**src/core/tpc_regs.svh**
```systemverilog
// Purpose: Constants of the transmitter protection controller.
// Assumes: 10 MHz system clock; all percentages are of full scale.
// Notes:   Timing figures are in their own units; cycles are derived.
`ifndef TPC_REGS_SVH
`define TPC_REGS_SVH

// ********************************************************************
// Timing
// ********************************************************************
`define TPC_CLK_NS    100
`define TPC_TICK_NS   1000000000
`define TPC_DEB_NS    10000000
`define TPC_COOL_S    180
`define TPC_PERIOD_S  7200
`define TPC_RUN_S     120
`define TPC_RESTART_S 10
`define TPC_QUIET_S   1800

// ********************************************************************
// Protection and thresholds
// ********************************************************************
`define TPC_ALM_MAX   8
`define TPC_FWD_FS_W  5000
`define TPC_RFL_FS_W  500
`define TPC_FULL_PCT  8'h64
`define TPC_TRIP_PCT  8'h78
`define TPC_FB_BASE   8'h0a
`define TPC_THR_RST   32'h5f463250
`define TPC_SET_SRC   8'h50
`define TPC_ADDR_RST  7'h01

`endif

```
**src/core/tpc_pkg.sv**
```systemverilog
// Purpose: Types of the transmitter protection controller.
// Assumes: Measurement index 0 forward, 1 reflected, 2 rejected, 3 temp.
// Notes:   Constants live in tpc_regs.svh.
package tpc_pkg;
  typedef enum logic [1:0] {TPC_OFF, TPC_ON, TPC_WAIT, TPC_FAULT} tpc_mode_e;
  typedef enum logic [1:0] {TPC_CYCLIC, TPC_HOLD, TPC_DIS} tpc_prot_e;
  typedef tpc_prot_e [3:0] tpc_modes_t;
  typedef logic [3:0][7:0] tpc_pct4_t;
  typedef struct packed {logic on; logic off; logic rst;} tpc_tel_s;
  typedef struct packed {
    logic on; logic off; logic rst; logic up; logic down; logic enter;
  } tpc_panel_s;
  typedef struct packed {tpc_tel_s tel; tpc_panel_s pnl;} tpc_keys_s;
  typedef struct packed {
    logic run; logic hold; logic fault; logic fold; logic loc;
  } tpc_leds_s;
  typedef struct packed {
    tpc_mode_e       mode;
    logic [8:0]      s1;
    logic [8:0]      s2;
    logic [8:0]      smp;
    logic [8:0]      lvl;
    tpc_keys_s       ev;
    logic [19:0]     deb_cnt;
    logic [23:0]     tick_cnt;
    logic [15:0]     cool;
    logic [15:0]     per;
    logic [15:0]     rst_cnt;
    logic [15:0]     quiet;
    logic [1:0]      cause;
    logic [3:0][3:0] cnt;
    tpc_pct4_t       thr;
    logic [1:0]      sel;
    logic            editing;
    logic [7:0]      ed_val;
    logic [6:0]      addr;
    logic            analog;
    logic [3:0]      setc;
    logic [7:0]      fb;
    logic            interlock;
    logic            aux;
    logic            blower;
    tpc_leds_s       leds;
  } tpc_state_s;
endpackage

```
**src/core/tpc_core.sv**
```systemverilog
// Purpose: Supervisory protection controller for an RF hybrid coupler.
// Assumes: Inputs synchronous to mclk; telemetry commands active low.
// Notes:   All long intervals run on a one-second tick.
`timescale 1ns/100ps
`include "tpc_regs.svh"

module tpc_core #(
  parameter int unsigned TICK_CYC  = `TPC_TICK_NS / `TPC_CLK_NS,
  parameter int unsigned DEB_CYC   = `TPC_DEB_NS / `TPC_CLK_NS,
  parameter int unsigned COOL_S    = `TPC_COOL_S,
  parameter int unsigned PERIOD_S  = `TPC_PERIOD_S,
  parameter int unsigned RUN_S     = `TPC_RUN_S,
  parameter int unsigned RESTART_S = `TPC_RESTART_S,
  parameter int unsigned QUIET_S   = `TPC_QUIET_S,
  parameter int unsigned ALM_MAX   = `TPC_ALM_MAX
) (
  input  wire logic                mclk,
  input  wire logic                nrst,
  input  wire tpc_pkg::tpc_panel_s panel,
  input  wire tpc_pkg::tpc_tel_s   tel_n,
  input  wire logic                local_mode,
  input  wire logic                alm_view,
  input  wire tpc_pkg::tpc_pct4_t  meas,
  input  wire tpc_pkg::tpc_modes_t prot_mode,
  input  wire logic [6:0]          cfg_addr,
  input  wire logic                cfg_addr_wr,
  input  wire logic                cfg_analog,
  input  wire logic                cfg_style_wr,
  output logic                     interlock,
  output logic                     aux_relay,
  output logic                     blower,
  output tpc_pkg::tpc_leds_s       leds,
  output logic [7:0]               fb_level,
  output logic [3:0]               set_closed,
  output logic [1:0]               cause,
  output logic [3:0][3:0]          alm_cnt,
  output tpc_pkg::tpc_pct4_t       thr,
  output logic [1:0]               edit_sel,
  output logic                     edit_active,
  output logic [7:0]               edit_val,
  output logic [6:0]               bus_addr,
  output logic                     disp_analog
);

  // ******************************************************************
  // Parameter checks
  // ******************************************************************
  // Counter widths are fixed in the state record, so oversize values
  // would silently wrap.
  if (TICK_CYC < 2 || TICK_CYC > 24'hffffff || DEB_CYC < 2 ||
      DEB_CYC > 20'hfffff || ALM_MAX < 1 || ALM_MAX > 4'hf ||
      COOL_S > 16'hffff || PERIOD_S < 1 || PERIOD_S > 16'hffff ||
      RUN_S > 16'hffff || RESTART_S < 1 || RESTART_S > 16'hffff ||
      QUIET_S < 1 || QUIET_S > 16'hffff) begin : g_bad_param
    $error("tpc_core: parameter out of supported range");
  end

  // ******************************************************************
  // State
  // ******************************************************************
  tpc_pkg::tpc_state_s s_reg;
  tpc_pkg::tpc_state_s s_next;
  logic [8:0]          raw;

  // Telemetry lines are active low, so they are inverted at entry.
  assign raw = {~tel_n, panel};

  // Next-state logic for the whole controller.
  always_comb begin
    logic       tick;
    logic       loc;
    logic       c_on;
    logic       c_off;
    logic       c_rst;
    logic [8:0] diff;
    logic [3:0] over;
    logic [3:0] trip;
    logic [1:0] idx;
    logic [3:0] cn;
    logic [7:0] xs;
    logic [7:0] src;
    tick  = 1'b0;
    loc   = local_mode;
    c_on  = 1'b0;
    c_off = 1'b0;
    c_rst = 1'b0;
    diff  = '0;
    over  = '0;
    trip  = '0;
    idx   = '0;
    cn    = '0;
    xs    = '0;
    src   = `TPC_SET_SRC;
    s_next = s_reg;

    // Common one-second tick for every long interval.
    tick = (s_reg.tick_cnt == 24'(TICK_CYC - 1));
    s_next.tick_cnt = tick ? '0 : s_reg.tick_cnt + 24'h1;

    // Two-flop synchroniser, then a level kept only when two slow
    // samples agree; a press becomes one registered edge pulse.
    s_next.s1 = raw;
    s_next.s2 = s_reg.s1;
    if (s_reg.deb_cnt == 20'(DEB_CYC - 1)) begin
      s_next.deb_cnt = '0;
      s_next.smp = s_reg.s2;
      diff = s_reg.s2 ^ s_reg.smp;
      s_next.lvl = (s_reg.s2 & ~diff) | (s_reg.lvl & diff);
    end else begin
      s_next.deb_cnt = s_reg.deb_cnt + 20'h1;
    end
    s_next.ev = tpc_pkg::tpc_keys_s'(s_next.lvl & ~s_reg.lvl);

    // Panel commands only in local, telemetry only in remote.
    c_on  = loc ? s_reg.ev.pnl.on  : s_reg.ev.tel.on;
    c_off = loc ? s_reg.ev.pnl.off : s_reg.ev.tel.off;
    c_rst = loc ? s_reg.ev.pnl.rst : s_reg.ev.tel.rst;

    // Foldback on the four linked variables; the largest excess wins.
    for (int i = 0; i < 4; i++) begin
      if (meas[i] > `TPC_FULL_PCT) begin
        if (8'(meas[i] - `TPC_FULL_PCT) > xs) begin
          xs = 8'(meas[i] - `TPC_FULL_PCT);
        end
      end
      over[i] = (meas[i] > `TPC_TRIP_PCT);
      trip[i] = over[i] && (prot_mode[i] != tpc_pkg::TPC_DIS);
    end
    s_next.fb = 8'(`TPC_FB_BASE + xs);
    s_next.leds.fold = (xs != 8'h00);
    for (int i = 3; i >= 0; i--) begin
      if (trip[i]) begin
        idx = 2'(i);
      end
    end

    // Comparators on percent-of-full-scale thresholds.
    for (int i = 0; i < 4; i++) begin
      s_next.setc[i] = meas[src[2*i +: 2]] > s_reg.thr[i];
    end

    // Protection sequence.
    case (s_reg.mode)
      tpc_pkg::TPC_OFF: begin
        if (c_on) begin
          s_next.mode = tpc_pkg::TPC_ON;
        end
      end
      tpc_pkg::TPC_ON: begin
        if (c_off) begin
          s_next.mode = tpc_pkg::TPC_OFF;
        end else if (|trip) begin
          s_next.cause = idx;
          s_next.quiet = '0;
          if (prot_mode[idx] == tpc_pkg::TPC_CYCLIC) begin
            cn = s_reg.cnt[idx] + 4'h1;
            s_next.cnt[idx] = cn;
            s_next.rst_cnt = 16'(RESTART_S);
            s_next.mode = (cn >= 4'(ALM_MAX)) ? tpc_pkg::TPC_FAULT
                                              : tpc_pkg::TPC_WAIT;
          end else begin
            s_next.mode = tpc_pkg::TPC_WAIT;
          end
        end else begin
          // Reset while transmitting only acts from the alarm screen,
          // so no reset in the on state wipes alarms unseen.
          if (c_rst && alm_view) begin
            s_next.cnt = '0;
          end
          if (tick) begin
            if (s_reg.quiet == 16'(QUIET_S - 1)) begin
              s_next.quiet = '0;
              s_next.cnt = '0;
            end else begin
              s_next.quiet = s_reg.quiet + 16'h1;
            end
          end
        end
      end
      tpc_pkg::TPC_WAIT: begin
        if (c_off) begin
          s_next.mode = tpc_pkg::TPC_OFF;
        end else if (c_rst) begin
          s_next.mode = tpc_pkg::TPC_ON;
          s_next.cnt = '0;
        end else if (prot_mode[s_reg.cause] == tpc_pkg::TPC_CYCLIC) begin
          if (tick) begin
            s_next.rst_cnt = s_reg.rst_cnt - 16'h1;
            if (s_reg.rst_cnt <= 16'h1) begin
              s_next.mode = tpc_pkg::TPC_ON;
            end
          end
        end else if (!over[s_reg.cause]) begin
          s_next.mode = tpc_pkg::TPC_ON;
        end
      end
      tpc_pkg::TPC_FAULT: begin
        if (c_off) begin
          s_next.mode = tpc_pkg::TPC_OFF;
        end else if (c_rst) begin
          s_next.mode = tpc_pkg::TPC_ON;
          s_next.cnt = '0;
        end
      end
      default: begin
        s_next.mode = tpc_pkg::TPC_OFF;
      end
    endcase

    // Blowers: cooling run after leaving on, then a short exercise run
    // every period while the coupler stays off.
    if (s_reg.mode == tpc_pkg::TPC_ON) begin
      if (s_next.mode != tpc_pkg::TPC_ON) begin
        s_next.cool = 16'(COOL_S);
        s_next.per = '0;
      end
    end else if (tick) begin
      if (s_reg.cool != 16'h0) begin
        s_next.cool = s_reg.cool - 16'h1;
      end else if (s_reg.per == 16'(PERIOD_S - 1)) begin
        s_next.per = '0;
        s_next.cool = 16'(RUN_S);
      end else begin
        s_next.per = s_reg.per + 16'h1;
      end
    end

    // Threshold editing and settings, refused in remote mode.
    if (loc) begin
      if (!s_reg.editing) begin
        if (s_reg.ev.pnl.up) begin
          s_next.sel = s_reg.sel - 2'h1;
        end else if (s_reg.ev.pnl.down) begin
          s_next.sel = s_reg.sel + 2'h1;
        end else if (s_reg.ev.pnl.enter) begin
          s_next.editing = 1'b1;
          s_next.ed_val = s_reg.thr[s_reg.sel];
        end
      end else begin
        if (s_reg.ev.pnl.up && s_reg.ed_val < `TPC_FULL_PCT) begin
          s_next.ed_val = s_reg.ed_val + 8'h1;
        end else if (s_reg.ev.pnl.down && s_reg.ed_val != 8'h0) begin
          s_next.ed_val = s_reg.ed_val - 8'h1;
        end else if (s_reg.ev.pnl.enter) begin
          s_next.thr[s_reg.sel] = s_reg.ed_val;
          s_next.editing = 1'b0;
        end
      end
      if (cfg_addr_wr) begin
        s_next.addr = cfg_addr;
      end
      if (cfg_style_wr) begin
        s_next.analog = cfg_analog;
      end
    end

    // Outputs, all registered.
    s_next.interlock = (s_next.mode != tpc_pkg::TPC_ON);
    s_next.aux = (s_next.mode == tpc_pkg::TPC_ON);
    s_next.blower = s_next.aux || (s_next.cool != 16'h0);
    s_next.leds.run = s_next.aux;
    s_next.leds.hold = (s_next.mode == tpc_pkg::TPC_WAIT);
    s_next.leds.fault = (s_next.mode == tpc_pkg::TPC_FAULT);
    s_next.leds.loc = loc;
  end

  // State register; reset leaves the coupler off with blowers idle.
  always_ff @(posedge mclk or negedge nrst) begin
    if (!nrst) begin
      s_reg <= '0;
      s_reg.mode <= tpc_pkg::TPC_OFF;
      s_reg.thr <= `TPC_THR_RST;
      s_reg.addr <= `TPC_ADDR_RST;
      s_reg.fb <= `TPC_FB_BASE;
      s_reg.interlock <= 1'b1;
    end else begin
      s_reg <= s_next;
    end
  end

  assign interlock   = s_reg.interlock;
  assign aux_relay   = s_reg.aux;
  assign blower      = s_reg.blower;
  assign leds        = s_reg.leds;
  assign fb_level    = s_reg.fb;
  assign set_closed  = s_reg.setc;
  assign cause       = s_reg.cause;
  assign alm_cnt     = s_reg.cnt;
  assign thr         = s_reg.thr;
  assign edit_sel    = s_reg.sel;
  assign edit_active = s_reg.editing;
  assign edit_val    = s_reg.ed_val;
  assign bus_addr    = s_reg.addr;
  assign disp_analog = s_reg.analog;
endmodule

```
**config.mk**
```make
export PLATFORM = sky130hd
export DESIGN_NAME = tpc_core
export DESIGN_NICKNAME = d
export VERILOG_FILES = /design/src/core/tpc_pkg.sv /design/src/core/tpc_core.sv
export VERILOG_INCLUDE_DIRS = /design/src /design/src/core
export SDC_FILE = /design/constraint.sdc
export NUM_CORES = 1
export LEC_CHECK = 0
export BUFFER_PORTS_ARGS = -buffer_cell sky130_fd_sc_hd__buf_4
export CAP_MARGIN = 20
export CORE_MARGIN = 10
export CORE_UTILIZATION = 35
export CTS_BUF_LIST = sky130_fd_sc_hd__clkbuf_8 sky130_fd_sc_hd__clkbuf_16
export CTS_CLUSTER_DIAMETER = 60
export DETAILED_ROUTE_END_ITERATION = 8
export SLEW_MARGIN = 20
export SYNTH_ARGS = -nofsm -noshare
export SYNTH_HDL_FRONTEND = slang
export SYNTH_SLANG_ARGS = --single-unit
export TNS_END_PERCENT = 5
```
**constraint.sdc**
```tcl
create_clock -name mclk -period 3.5 [get_ports mclk]
set_input_delay 0.7 -clock mclk [delete_from_list [all_inputs] [get_ports mclk]]
set_output_delay 0.7 -clock mclk [all_outputs]
set_load 0.01 [all_outputs]
```
==> impl_metrics.csv, run 1 <==
group,metric,value,unit
critical_path,cp-end-kind,"flip-flop",
critical_path,crit_fanout,5,
sta,skew,19.7,ps
synth,synth-seq-cells,243,
clocking,cts_hold_buf,0,
sta,clock.fmax,0.155,GHz
critical_path,crit_arrival,6930,ps
placement,placed_area,17600,µm²
run_status,violations,"negative setup slack",
synth,yosysUniqueCellTypes,83,
layout,post-route-util,45.3,%
floorplan,fp-row-count,75,
layout,nFillCells,3966,
sta,relSlewSlack,49.3,%
global_routing,grt_pass1_wl,66500,µm
synth,yosys_warnings,0,
power_and_ir_drop,p_comb_share,21.3,%
critical_path,cp_data_required_time,3980,ps
sta,finalSetupViolations,9,
layout,area_delta_synth_final,28.4,%
sta,worst_slack,-2940,ps
clocking,numClockSinks,243,
route,drt-wirelength-per-cell,16.9,µm
flow_run,cap_viol_max_count,0,
synth,synthesis.area,14700,µm²
worst_hold_path,hold_path_class,"in -> async",
layout,drive_gt1_share,29.1,%
layout,postLayoutCellArea,18900,µm²
layout,final_cells,2437,
layout,largest_register_ffs,146,
clocking,ctsHtreeMaxLevel,1,
floorplan,core,41800,µm²
sta,fin_setup_tns,-23340,ps
global_routing,grt_pass1_vias,12800,
sta,rsz0062_at_grt,"yes",
synth,syn_inst,1582,
power_and_ir_drop,internal_power,5.79,mW
power_and_ir_drop,power_per_cell_area,417,nW/µm²
layout,antennaDiodeCount,0,
floorplan,pin_count,152,
critical_path,crit_type,"in -> reg",
floorplan,dieArea,50700,µm²
clocking,cts_tree,"yes",
route,wirelength,41200,µm
route,vias,12600,
global_routing,grt-ovfl-total,0,
layout,nNetsFinal,2022,
synth,async_flop_share,100,%
sta,holdWs,114,ps
run_status,status,"finished, violations left",
clocking,cts_buffer_depth,3,
layout,layout.area.seq,6100,µm²
layout,multi_input_area,7800,µm²
critical_path,worst_path_max_delay_cell,"mux2_4",
global_routing,grt_util_all_layers,15.9,%
floorplan,die_w,225,µm
placement,place_congestion,0.874,
floorplan,die_h,225,µm
sta,worstMarginPinSlew,761,ps
placement,portBuffers,151,
placement,hpwl,31200,µm
sta,period_needed,6440,ps
power_and_ir_drop,power_frac_seq,37.5,%
route,firstDrtPassIters,5,
clocking,cts-buffers-inserted,31,
synth,synth-edff-count,0,
clocking,cts-root-buf,"clkbuf_16",
power_and_ir_drop,swShare,26.5,%
sta,slew_viol_final,0,
sta,hold_viol_final,0,
synth,ys_seq_area_share,41.4,%
critical_path,crit_path_start_kind,"input port",
power_and_ir_drop,clock_power_share,41.1,%
route,drtIter0Drc,756,
floorplan,initial_core_util,35.3,%
placement,dpl.cell_count,2367,
sta,fin_crit_sh,184,%
synth,synth_ff_type,"dfrtp_1",
route,ant_nets,0,
clocking,clkLatencyLatePin,570,ps
global_routing,antenna_found_initial,0,
route,vias_per_cell,5.16,
power_and_ir_drop,power_leakage,8.82,nW
power_and_ir_drop,peakVddDrop,0.000340,V
synth,synth_nets,1728,
power_and_ir_drop,p_switching,2.09,mW
route,drc,0,
critical_path,cp_slowest_stage_delay,350,ps
synth,syn_avg_cell_area,9.31,µm²
global_routing,grt_start_max_net_pins,81,
clocking,clkTransAtPathRegs,60,ps
## power groups by stage
stage	combinational [mW]	sequential (mW)	clock [mW]
global placement	1.56	3.00	0
CTS	1.64	2.96	3.34
global route	1.84	2.97	3.46
detailed placement	1.58	3.01	0
floorplan	0.922	2.98	0
finish	1.68	2.96	3.24
## worst max-delay path: cells and delay by family
family / cells / cell delay (ps)
AO/OA/AOI/OAI: 17 / 2830
adder cells (fa/ha/maj): 5 / 1160
AND/OR/NAND/NOR: 8 / 1120
multiplexers: 3 / 840
buffers and inverters: 3 / 270
## metal layers
metal,GRT usage [%],routed length [µm]
met4,5.27,1110
met1,20.9,19000
met3,2.65,2030
met2,26.2,19000
met5,0,0
## synthesized netlist by cell type (7+ instances only)
| cell type | number | share of area (%) |
|---|---|---|
| xnor2_1 | 45 | 2.7 |
| clkbuf_1 | 27 | 0.69 |
| nand3_1 | 51 | 1.7 |
| inv_1 | 88 | 2.2 |
| nor2b_1 | 23 | 0.98 |
| buf_4 | 85 | 4.3 |
| nand4_1 | 22 | 0.93 |
| nand2_1 | 131 | 3.3 |
| mux4_2 | 9 | 1.4 |
| a22o_1 | 12 | 0.71 |
| nor4_1 | 18 | 0.76 |
| nor2_1 | 140 | 3.6 |
| nor3_1 | 49 | 1.7 |
| nand2b_1 | 32 | 1.4 |
| a211oi_1 | 11 | 0.56 |
| o31ai_1 | 16 | 0.82 |
| a21o_1 | 18 | 0.92 |
| mux2_2 | 33 | 2.5 |
| ha_1 | 82 | 7.0 |
| o21ai_0 | 131 | 4.5 |
| and3_1 | 24 | 1.0 |
| mux2i_1 | 9 | 0.61 |
| a21oi_1 | 76 | 2.6 |
| a31oi_1 | 9 | 0.38 |
| o211ai_1 | 7 | 0.36 |
| xor2_1 | 44 | 2.6 |
| dfstp_2 | 18 | 3.2 |
| or3_1 | 12 | 0.51 |
| or4_1 | 9 | 0.46 |
| and2_1 | 11 | 0.47 |
| dfrtp_1 | 225 | 38 |
## placed cells by master, fill, tap and decap left out, drive strengths merged, types with 51 or more instances in the layout
cell type	synthesis	layout
nand3	51	51
dfrtp	225	225
inv	88	97
buf	93	381
nor2	142	142
nor3	51	51
ha	82	82
nand2	131	131
o21ai	138	138
a21oi	76	76
## path summary, 6_finish.rpt
kind / startpoint / endpoint / slack, ps / depth (start not counted)
worst max-delay path: meas[3] / fb_level[5] / -2940 / 36
worst min-delay path: nrst / thr[1] / 110 / 1
worst max register to register: s_reg[155] / blower / 160 / 11
worst min register to register: s_next[228] / s_reg[228] / 350 / 0
max in group asynchronous: nrst / s_reg[211] / 2590 / 2
min in group mclk: panel[3] / s_next[227] / 230 / 1
## cell families after synthesis
group	after synthesis	share of synthesized area, %
DFF	243	41.4
adders and majority gates	83	7.10
muxes	53	4.71
AOI/OAI and AO/OA	346	14.7
buffers and inverters	208	7.60
xor gates and xnor gates	90	5.40
and+or+nand+nor	559	19.0
## per-stage QoR
step / worst slack [ps] / total power, mW
6_report: -2940 / 7.88
5_1_grt: -3270 / 8.26
4_1_cts: -2790 / 7.94
3_5_place_dp: -3760 / 4.59
3_3_place_gp: -3580 / 4.57
2_1_floorplan: -3580 / 3.91
## final cells by class
cell class / instances / area share, %
repair buffers: 381 / 15.5
well taps: 539 / 3.57
multi-input cells: 1131 / 41.3
inverters: 88 / 1.84
clock inverters: 19 / 1.10
clock buffers: 36 / 4.47
flip-flops and latches: 243 / 32.3
## repair_timing
action / 4_1_cts / 5_1_grt
pin swaps: 26 / 9
setup endpoints to repair: 9 / 13
gates resized for setup: 15 / 16
setup buffers: 11 / 4
No activity file was read; power rests on OpenSTA's default activity.
==> run 2, diff against run 1 <==
--- a/config.mk
+++ b/config.mk
@@ -13,6 +13,7 @@
 export CTS_BUF_LIST = sky130_fd_sc_hd__clkbuf_8 sky130_fd_sc_hd__clkbuf_16
 export CTS_CLUSTER_DIAMETER = 60
 export DETAILED_ROUTE_END_ITERATION = 8
+export SKIP_LAST_GASP = 1
 export SLEW_MARGIN = 20
 export SYNTH_ARGS = -nofsm -noshare
 export SYNTH_HDL_FRONTEND = slang
==> run 2 against run 1 <==
The run still ends with negative setup slack left; clock skew increased by 1.3 ps; sequential power about the same; combinational power about the same; hold slack improved by 0.95 ps; first-iteration DRC count decreased by 2.4%; critical endpoint unchanged; clock power about the same; fmax about the same; worst setup slack got worse by 3.4 ps; power decreased by 0.10%.
==> impl_metrics.csv, run 2 (synthesized netlist as in run 1, its figures left out) <==
group,metric,value,unit
global_routing,use_met3,2.65,%
clocking,clkTransAtPathRegs,60,ps
run_status,status,"finished, violations left",
run_status,violations,"negative setup slack",
clocking,cts-root-buf,"clkbuf_16",
critical_path,crit_path_start_kind,"input port",
sta,period_needed,6440,ps
global_routing,use_met1,20.9,%
critical_path,cp-end-kind,"flip-flop",
critical_path,crit_type,"in -> reg",
critical_path,rrSetupSlack,110,ps
floorplan,fp-row-count,75,
placement,hpwl,31200,µm
flow_run,cap_viol_max_count,0,
layout,drive_gt1_share,28.9,%
clocking,ctsHtreeMaxLevel,1,
layout,antennaDiodeCount,0,
global_routing,grt-ovfl-total,0,
global_routing,top_usage_layer,"met2",
placement,place_congestion,0.874,
critical_path,cp_slowest_stage_delay,350,ps
sta,fin_crit_sh,184,%
global_routing,grt_start_max_net_pins,81,
placement,dpl.cell_count,2367,
layout,layout_commonest_cell,"buf_4",
layout,nNetsFinal,2022,
sta,rsz0062_at_grt,"yes",
layout,area_delta_synth_final,28.2,%
critical_path,r2r_cells,11,
layout,final_cells,2437,
sta,worstMarginPinSlew,763,ps
floorplan,pin_count,152,
critical_path,cp_data_required_time,3990,ps
clocking,clkLatencyLatePin,570,ps
critical_path,crit_fanout,5,
floorplan,dieArea,50700,µm²
floorplan,die_h,225,µm
sta,skew,21.1,ps
critical_path,cpMostUsedCell,"ha_4",
global_routing,antenna_found_initial,0,
layout,largest_register_ffs,146,
route,firstDrtPassIters,5,
sta,fin_setup_tns,-23360,ps
power_and_ir_drop,power_leakage,8.81,nW
clocking,cts_tree,"yes",
global_routing,grt_pass1_wl,66500,µm
power_and_ir_drop,peakVddDrop,0.000340,V
power_and_ir_drop,power_per_cell_area,417,nW/µm²
clocking,cts_hold_buf,0,
route,drc,0,
route,vias_per_cell,5.15,
route,wirelength,41200,µm
placement,portBuffers,151,
floorplan,die_w,225,µm
global_routing,gr-usage-met2,26.2,%
critical_path,r2r_end,"blower",
power_and_ir_drop,total_power,7.87,mW
route,vias,12500,
layout,layout_common_cells,"buf_4 (374), dfrtp_1 (225), nor2_1 (137), nand2_1 (131), o21ai_0 (126)",
critical_path,rr_startpoint,"s_reg[155]",
sta,finalSetupViolations,9,
route,drt-wirelength-per-cell,16.9,µm
sta,worst_slack,-2940,ps
route,drtIter0Drc,738,
clocking,cts-buffers-inserted,31,
sta,clock.fmax,0.155,GHz
clocking,numClockSinks,243,
clocking,cts_buffer_depth,3,
floorplan,initial_core_util,35.3,%
global_routing,grt_util_all_layers,15.9,%
sta,relSlewSlack,49.1,%
route,ant_nets,0,
worst_hold_path,hold_path_class,"in -> async",
floorplan,core,41800,µm²
sta,slew_viol_final,0,
critical_path,worst_path_max_delay_cell,"mux2_4",
sta,hold_viol_final,0,
global_routing,grt_pass1_vias,12800,
critical_path,crit_arrival,6930,ps
layout,nFillCells,3972,
run 2: cell counts in the layout (fill, tap and decap cells not counted):
No cell type changed its count.
run 2: worst max path at each step:
stage	start	end	slack, ps	cells past startpoint
finish	meas[3]	fb_level[5]	-2940	37
detailed placement	meas[3]	fb_level[3]	-3760	38
floorplan	meas[3]	fb_level[5]	-3580	38
CTS	meas[3]	fb_level[3]	-2800	41
global placement	meas[3]	fb_level[5]	-3580	40
global route	meas[3]	fb_level[3]	-3280	40
run 2: layout make-up:
type                            instances  area, µm²  share of cell area (%)
Multi-Input combinational cell       1131       7780                    41.2
Sequential cell                       243       6100                    32.3
Timing Repair Buffer                  381       2920                    15.5
Clock buffer                           36        845                    4.47
Tap cell                              539        674                    3.57
Inverter                               88        348                    1.84
Clock inverter                         19        209                    1.11
run 2: what timing repair did:
item                                    in CTS  in global routing
setup buffers                               11                  4
endpoints found under the setup margin       9                 13
pin swaps                                   26                  9
resized for setup                           13                 10
run 2: power by group:
part	switching (mW)	internal, mW
sequential	0.0500	2.91
clock	1.24	2.01
combinational	0.795	0.878
total	2.08	5.79
run 2: through the flow:
stage | area, µm² | setup WS [ps] | hold slack [ps] | util (%)
2_1_floorplan | 14900 | -3580 | 331 | -
3_3_place_gp | 17600 | -3580 | 332 | 42.1
3_5_place_dp | 17600 | -3760 | 336 | 42.1
4_1_cts | 18800 | -2800 | 140 | 45.0
5_1_grt | 18900 | -3280 | 162 | 45.2
6_report | 18900 | -2940 | 115 | 45.2
run 2: routing by layer:
layer / vias to the layer above / routed length [µm]
met5: - / 0
met4: 0 / 1140
met3: 61 / 2260
met2: 297 / 18900
met1: 6068 / 18900
li1: 6113 / -
run 2: critical path: cells and delay by family:
family / cells / cell delay [ps]
xor gates and xnor gates: 1 / 130
muxes: 3 / 840
buffers and inverters: 3 / 280
adders and majority gates: 5 / 1160
and+or+nand+nor: 8 / 1100
AOI/OAI and AO/OA: 17 / 2700
==> run 3, diff against run 2 <==
--- a/config.mk
+++ b/config.mk
@@ -6,15 +6,15 @@
 export SDC_FILE = /design/constraint.sdc
 export NUM_CORES = 1
 export LEC_CHECK = 0
-export BUFFER_PORTS_ARGS = -buffer_cell sky130_fd_sc_hd__buf_4
+export BUFFER_PORTS_ARGS = -buffer_cell sky130_fd_sc_hd__buf_2
 export CAP_MARGIN = 20
 export CORE_MARGIN = 10
 export CORE_UTILIZATION = 35
 export CTS_BUF_LIST = sky130_fd_sc_hd__clkbuf_8 sky130_fd_sc_hd__clkbuf_16
 export CTS_CLUSTER_DIAMETER = 60
 export DETAILED_ROUTE_END_ITERATION = 8
+export RECOVER_POWER = 25
 export SKIP_LAST_GASP = 1
-export SLEW_MARGIN = 20
 export SYNTH_ARGS = -nofsm -noshare
 export SYNTH_HDL_FRONTEND = slang
 export SYNTH_SLANG_ARGS = --single-unit
==> run 3 against run 2 <==
The flow finishes with violations (max-capacitance violations, max-slew violations, negative setup slack); hold slack improved by 150 ps; combinational power decreased by 5%; critical path depth decreased by 1; final area decreased by 1.7%; clock power increased by 9.9%; sequential share of layout area increased by 0.55 points; fmax decreased by 0.20%; sequential power about the same; worst setup slack got worse by 13 ps; critical path type unchanged; critical endpoint unchanged; largest cell class unchanged.
==> impl_metrics.csv, run 3 (synthesized netlist as in run 1, its figures left out) <==
group,metric,value,unit
run_status,status,"finished, violations left",
run_status,violations,"max-capacitance violations, max-slew violations, negative setup slack",
route,drc,0,
clocking,cts_hold_buf,0,
sta,hold_viol_final,0,
layout,nFillCells,4083,
route,drtIter0Drc,970,
clocking,cts-buffers-inserted,34,
critical_path,cp_slowest_stage_delay,350,ps
critical_path,crit_type,"in -> reg",
floorplan,initial_core_util,35.3,%
route,vias,12600,
placement,placed_area,17200,µm²
sta,finalSetupViolations,9,
global_routing,grt_pass1_wl,67100,µm
floorplan,core,41800,µm²
global_routing,grt_pass1_vias,12700,
layout,layout.area.seq,6100,µm²
layout,drive_gt1_share,28.9,%
clocking,numClockSinks,243,
critical_path,cp-end-kind,"flip-flop",
power_and_ir_drop,power_leakage,8.73,nW
placement,hpwl,31600,µm
clocking,cts-root-buf,"clkbuf_16",
sta,skew,13.3,ps
power_and_ir_drop,peakVddDrop,0.000262,V
layout,layout_common_cells,"dfrtp_1 (225), buf_4 (214), buf_2 (148), nor2_1 (137), nand2_1 (131)",
layout,antennaDiodeCount,0,
layout,layout_commonest_cell,"dfrtp_1",
sta,worst_slack,-2960,ps
critical_path,crit_fanout,5,
floorplan,dieArea,50700,µm²
layout,multi_input_area,7770,µm²
flow_run,cap_viol_max_count,1,
route,ant_nets,0,
critical_path,cp_data_required_time,3960,ps
clocking,ctsHtreeMaxLevel,2,
layout,final_cells,2436,
sta,worstMarginPinSlew,2110,ps
global_routing,grt_start_max_net_pins,81,
layout,area_delta_synth_final,26.0,%
route,firstDrtPassIters,5,
layout,nNetsFinal,2017,
placement,dpl.cell_count,2369,
power_and_ir_drop,total_power,8.10,mW
route,drt-wirelength-per-cell,17.0,µm
clocking,clkTransAtPathRegs,50,ps
placement,dp_slack,-3680,ps
layout,postLayoutCellArea,18600,µm²
floorplan,pin_count,152,
route,wirelength,41400,µm
clocking,cts_buffer_depth,3,
sta,relSlewSlack,-40.6,%
clocking,clkLatencyLatePin,540,ps
critical_path,crit_path_start_kind,"input port",
worst_hold_path,hold_path_class,"in -> reg",
floorplan,fp-row-count,75,
placement,place_congestion,0.878,
critical_path,worst_path_max_delay_cell,"mux2_4",
sta,clock.fmax,0.155,GHz
floorplan,die_h,225,µm
global_routing,grt_util_all_layers,16.3,%
sta,slew_viol_final,79,
layout,largest_register_ffs,146,
route,vias_per_cell,5.18,
floorplan,die_w,225,µm
global_routing,antenna_found_initial,0,
placement,portBuffers,151,
power_and_ir_drop,power_per_cell_area,436,nW/µm²
sta,fin_crit_sh,185,%
global_routing,grt-ovfl-total,0,
critical_path,crit_arrival,6910,ps
sta,rsz0062_at_grt,"yes",
sta,period_needed,6460,ps
clocking,cts_tree,"yes",
[run 3: changes by cell type in the layout (fill, tap and decap cells not counted), moves of 3 or more]
cell       before  now
buf_2           0  148
buf_4         374  214
clkbuf_16      31   37
clkbuf_8        5    8
clkinv_2        2    7
inv_1          91   87
[run 3: per-layer routing]
metal	share of wire (%)	up-vias	wire length, µm	global-route usage, %
met5	0	-	0	0
met4	2.4	0	1010	5.19
met3	5.4	61	2220	2.84
li1	-	6111	-	-
met1	45	6143	18700	21.4
met2	47	303	19400	26.8
[run 3: layout make-up]
type,count,area share (%)
Sequential cell,243,32.9
Tap cell,539,3.63
Inverter,88,1.87
Clock inverter,17,0.822
Multi-Input combinational cell,1131,41.9
Timing Repair Buffer,373,13.4
Clock buffer,45,5.58
[run 3: critical path: cells and delay by family]
| kind | cells | cell delay [ps] |
|---|---|---|
| mux | 3 | 810 |
| compound gates | 17 | 2810 |
| buf+inv | 3 | 280 |
| simple gates | 8 | 1130 |
| fa+ha+maj | 5 | 1150 |
[run 3: stage by stage]
stage / util (%) / hold WS, ps / setup TNS, ps
after floorplan: - / 331 / -27630
after global placement: 41.3 / 334 / -34360
after detailed placement: 41.3 / 335 / -37090
after CTS: 44.4 / 173 / -21960
after global routing: 44.5 / 250 / -26300
final: 44.5 / 268 / -23130
[run 3: power breakdown]
part / total (mW) / internal, mW / switching (mW)
registers: 2.95 / 2.91 / 0.0445
clock network: 3.56 / 2.24 / 1.33
logic: 1.58 / 0.788 / 0.796
total: 8.10 / 5.93 / 2.17
[run 3: repair_timing]
action,in CTS,in global routing
gates resized for setup,16,7
endpoints found under the setup margin,9,16
buffers inserted,4,1
pin swaps,24,8
[run 3: worst paths after layout]
check	startpoint	to	slack, ps	depth (start not counted)
worst max-delay path	meas[3]	fb_level[5]	-2960	36
worst min-delay path	panel[3]	s_next[227]	270	1
worst max register to register	s_reg[155]	blower	150	11
worst min register to register	s_next[230]	s_reg[230]	340	0
max in group asynchronous	nrst	bus_addr[2]	670	2
min in group asynchronous	nrst	thr[3]	750	1
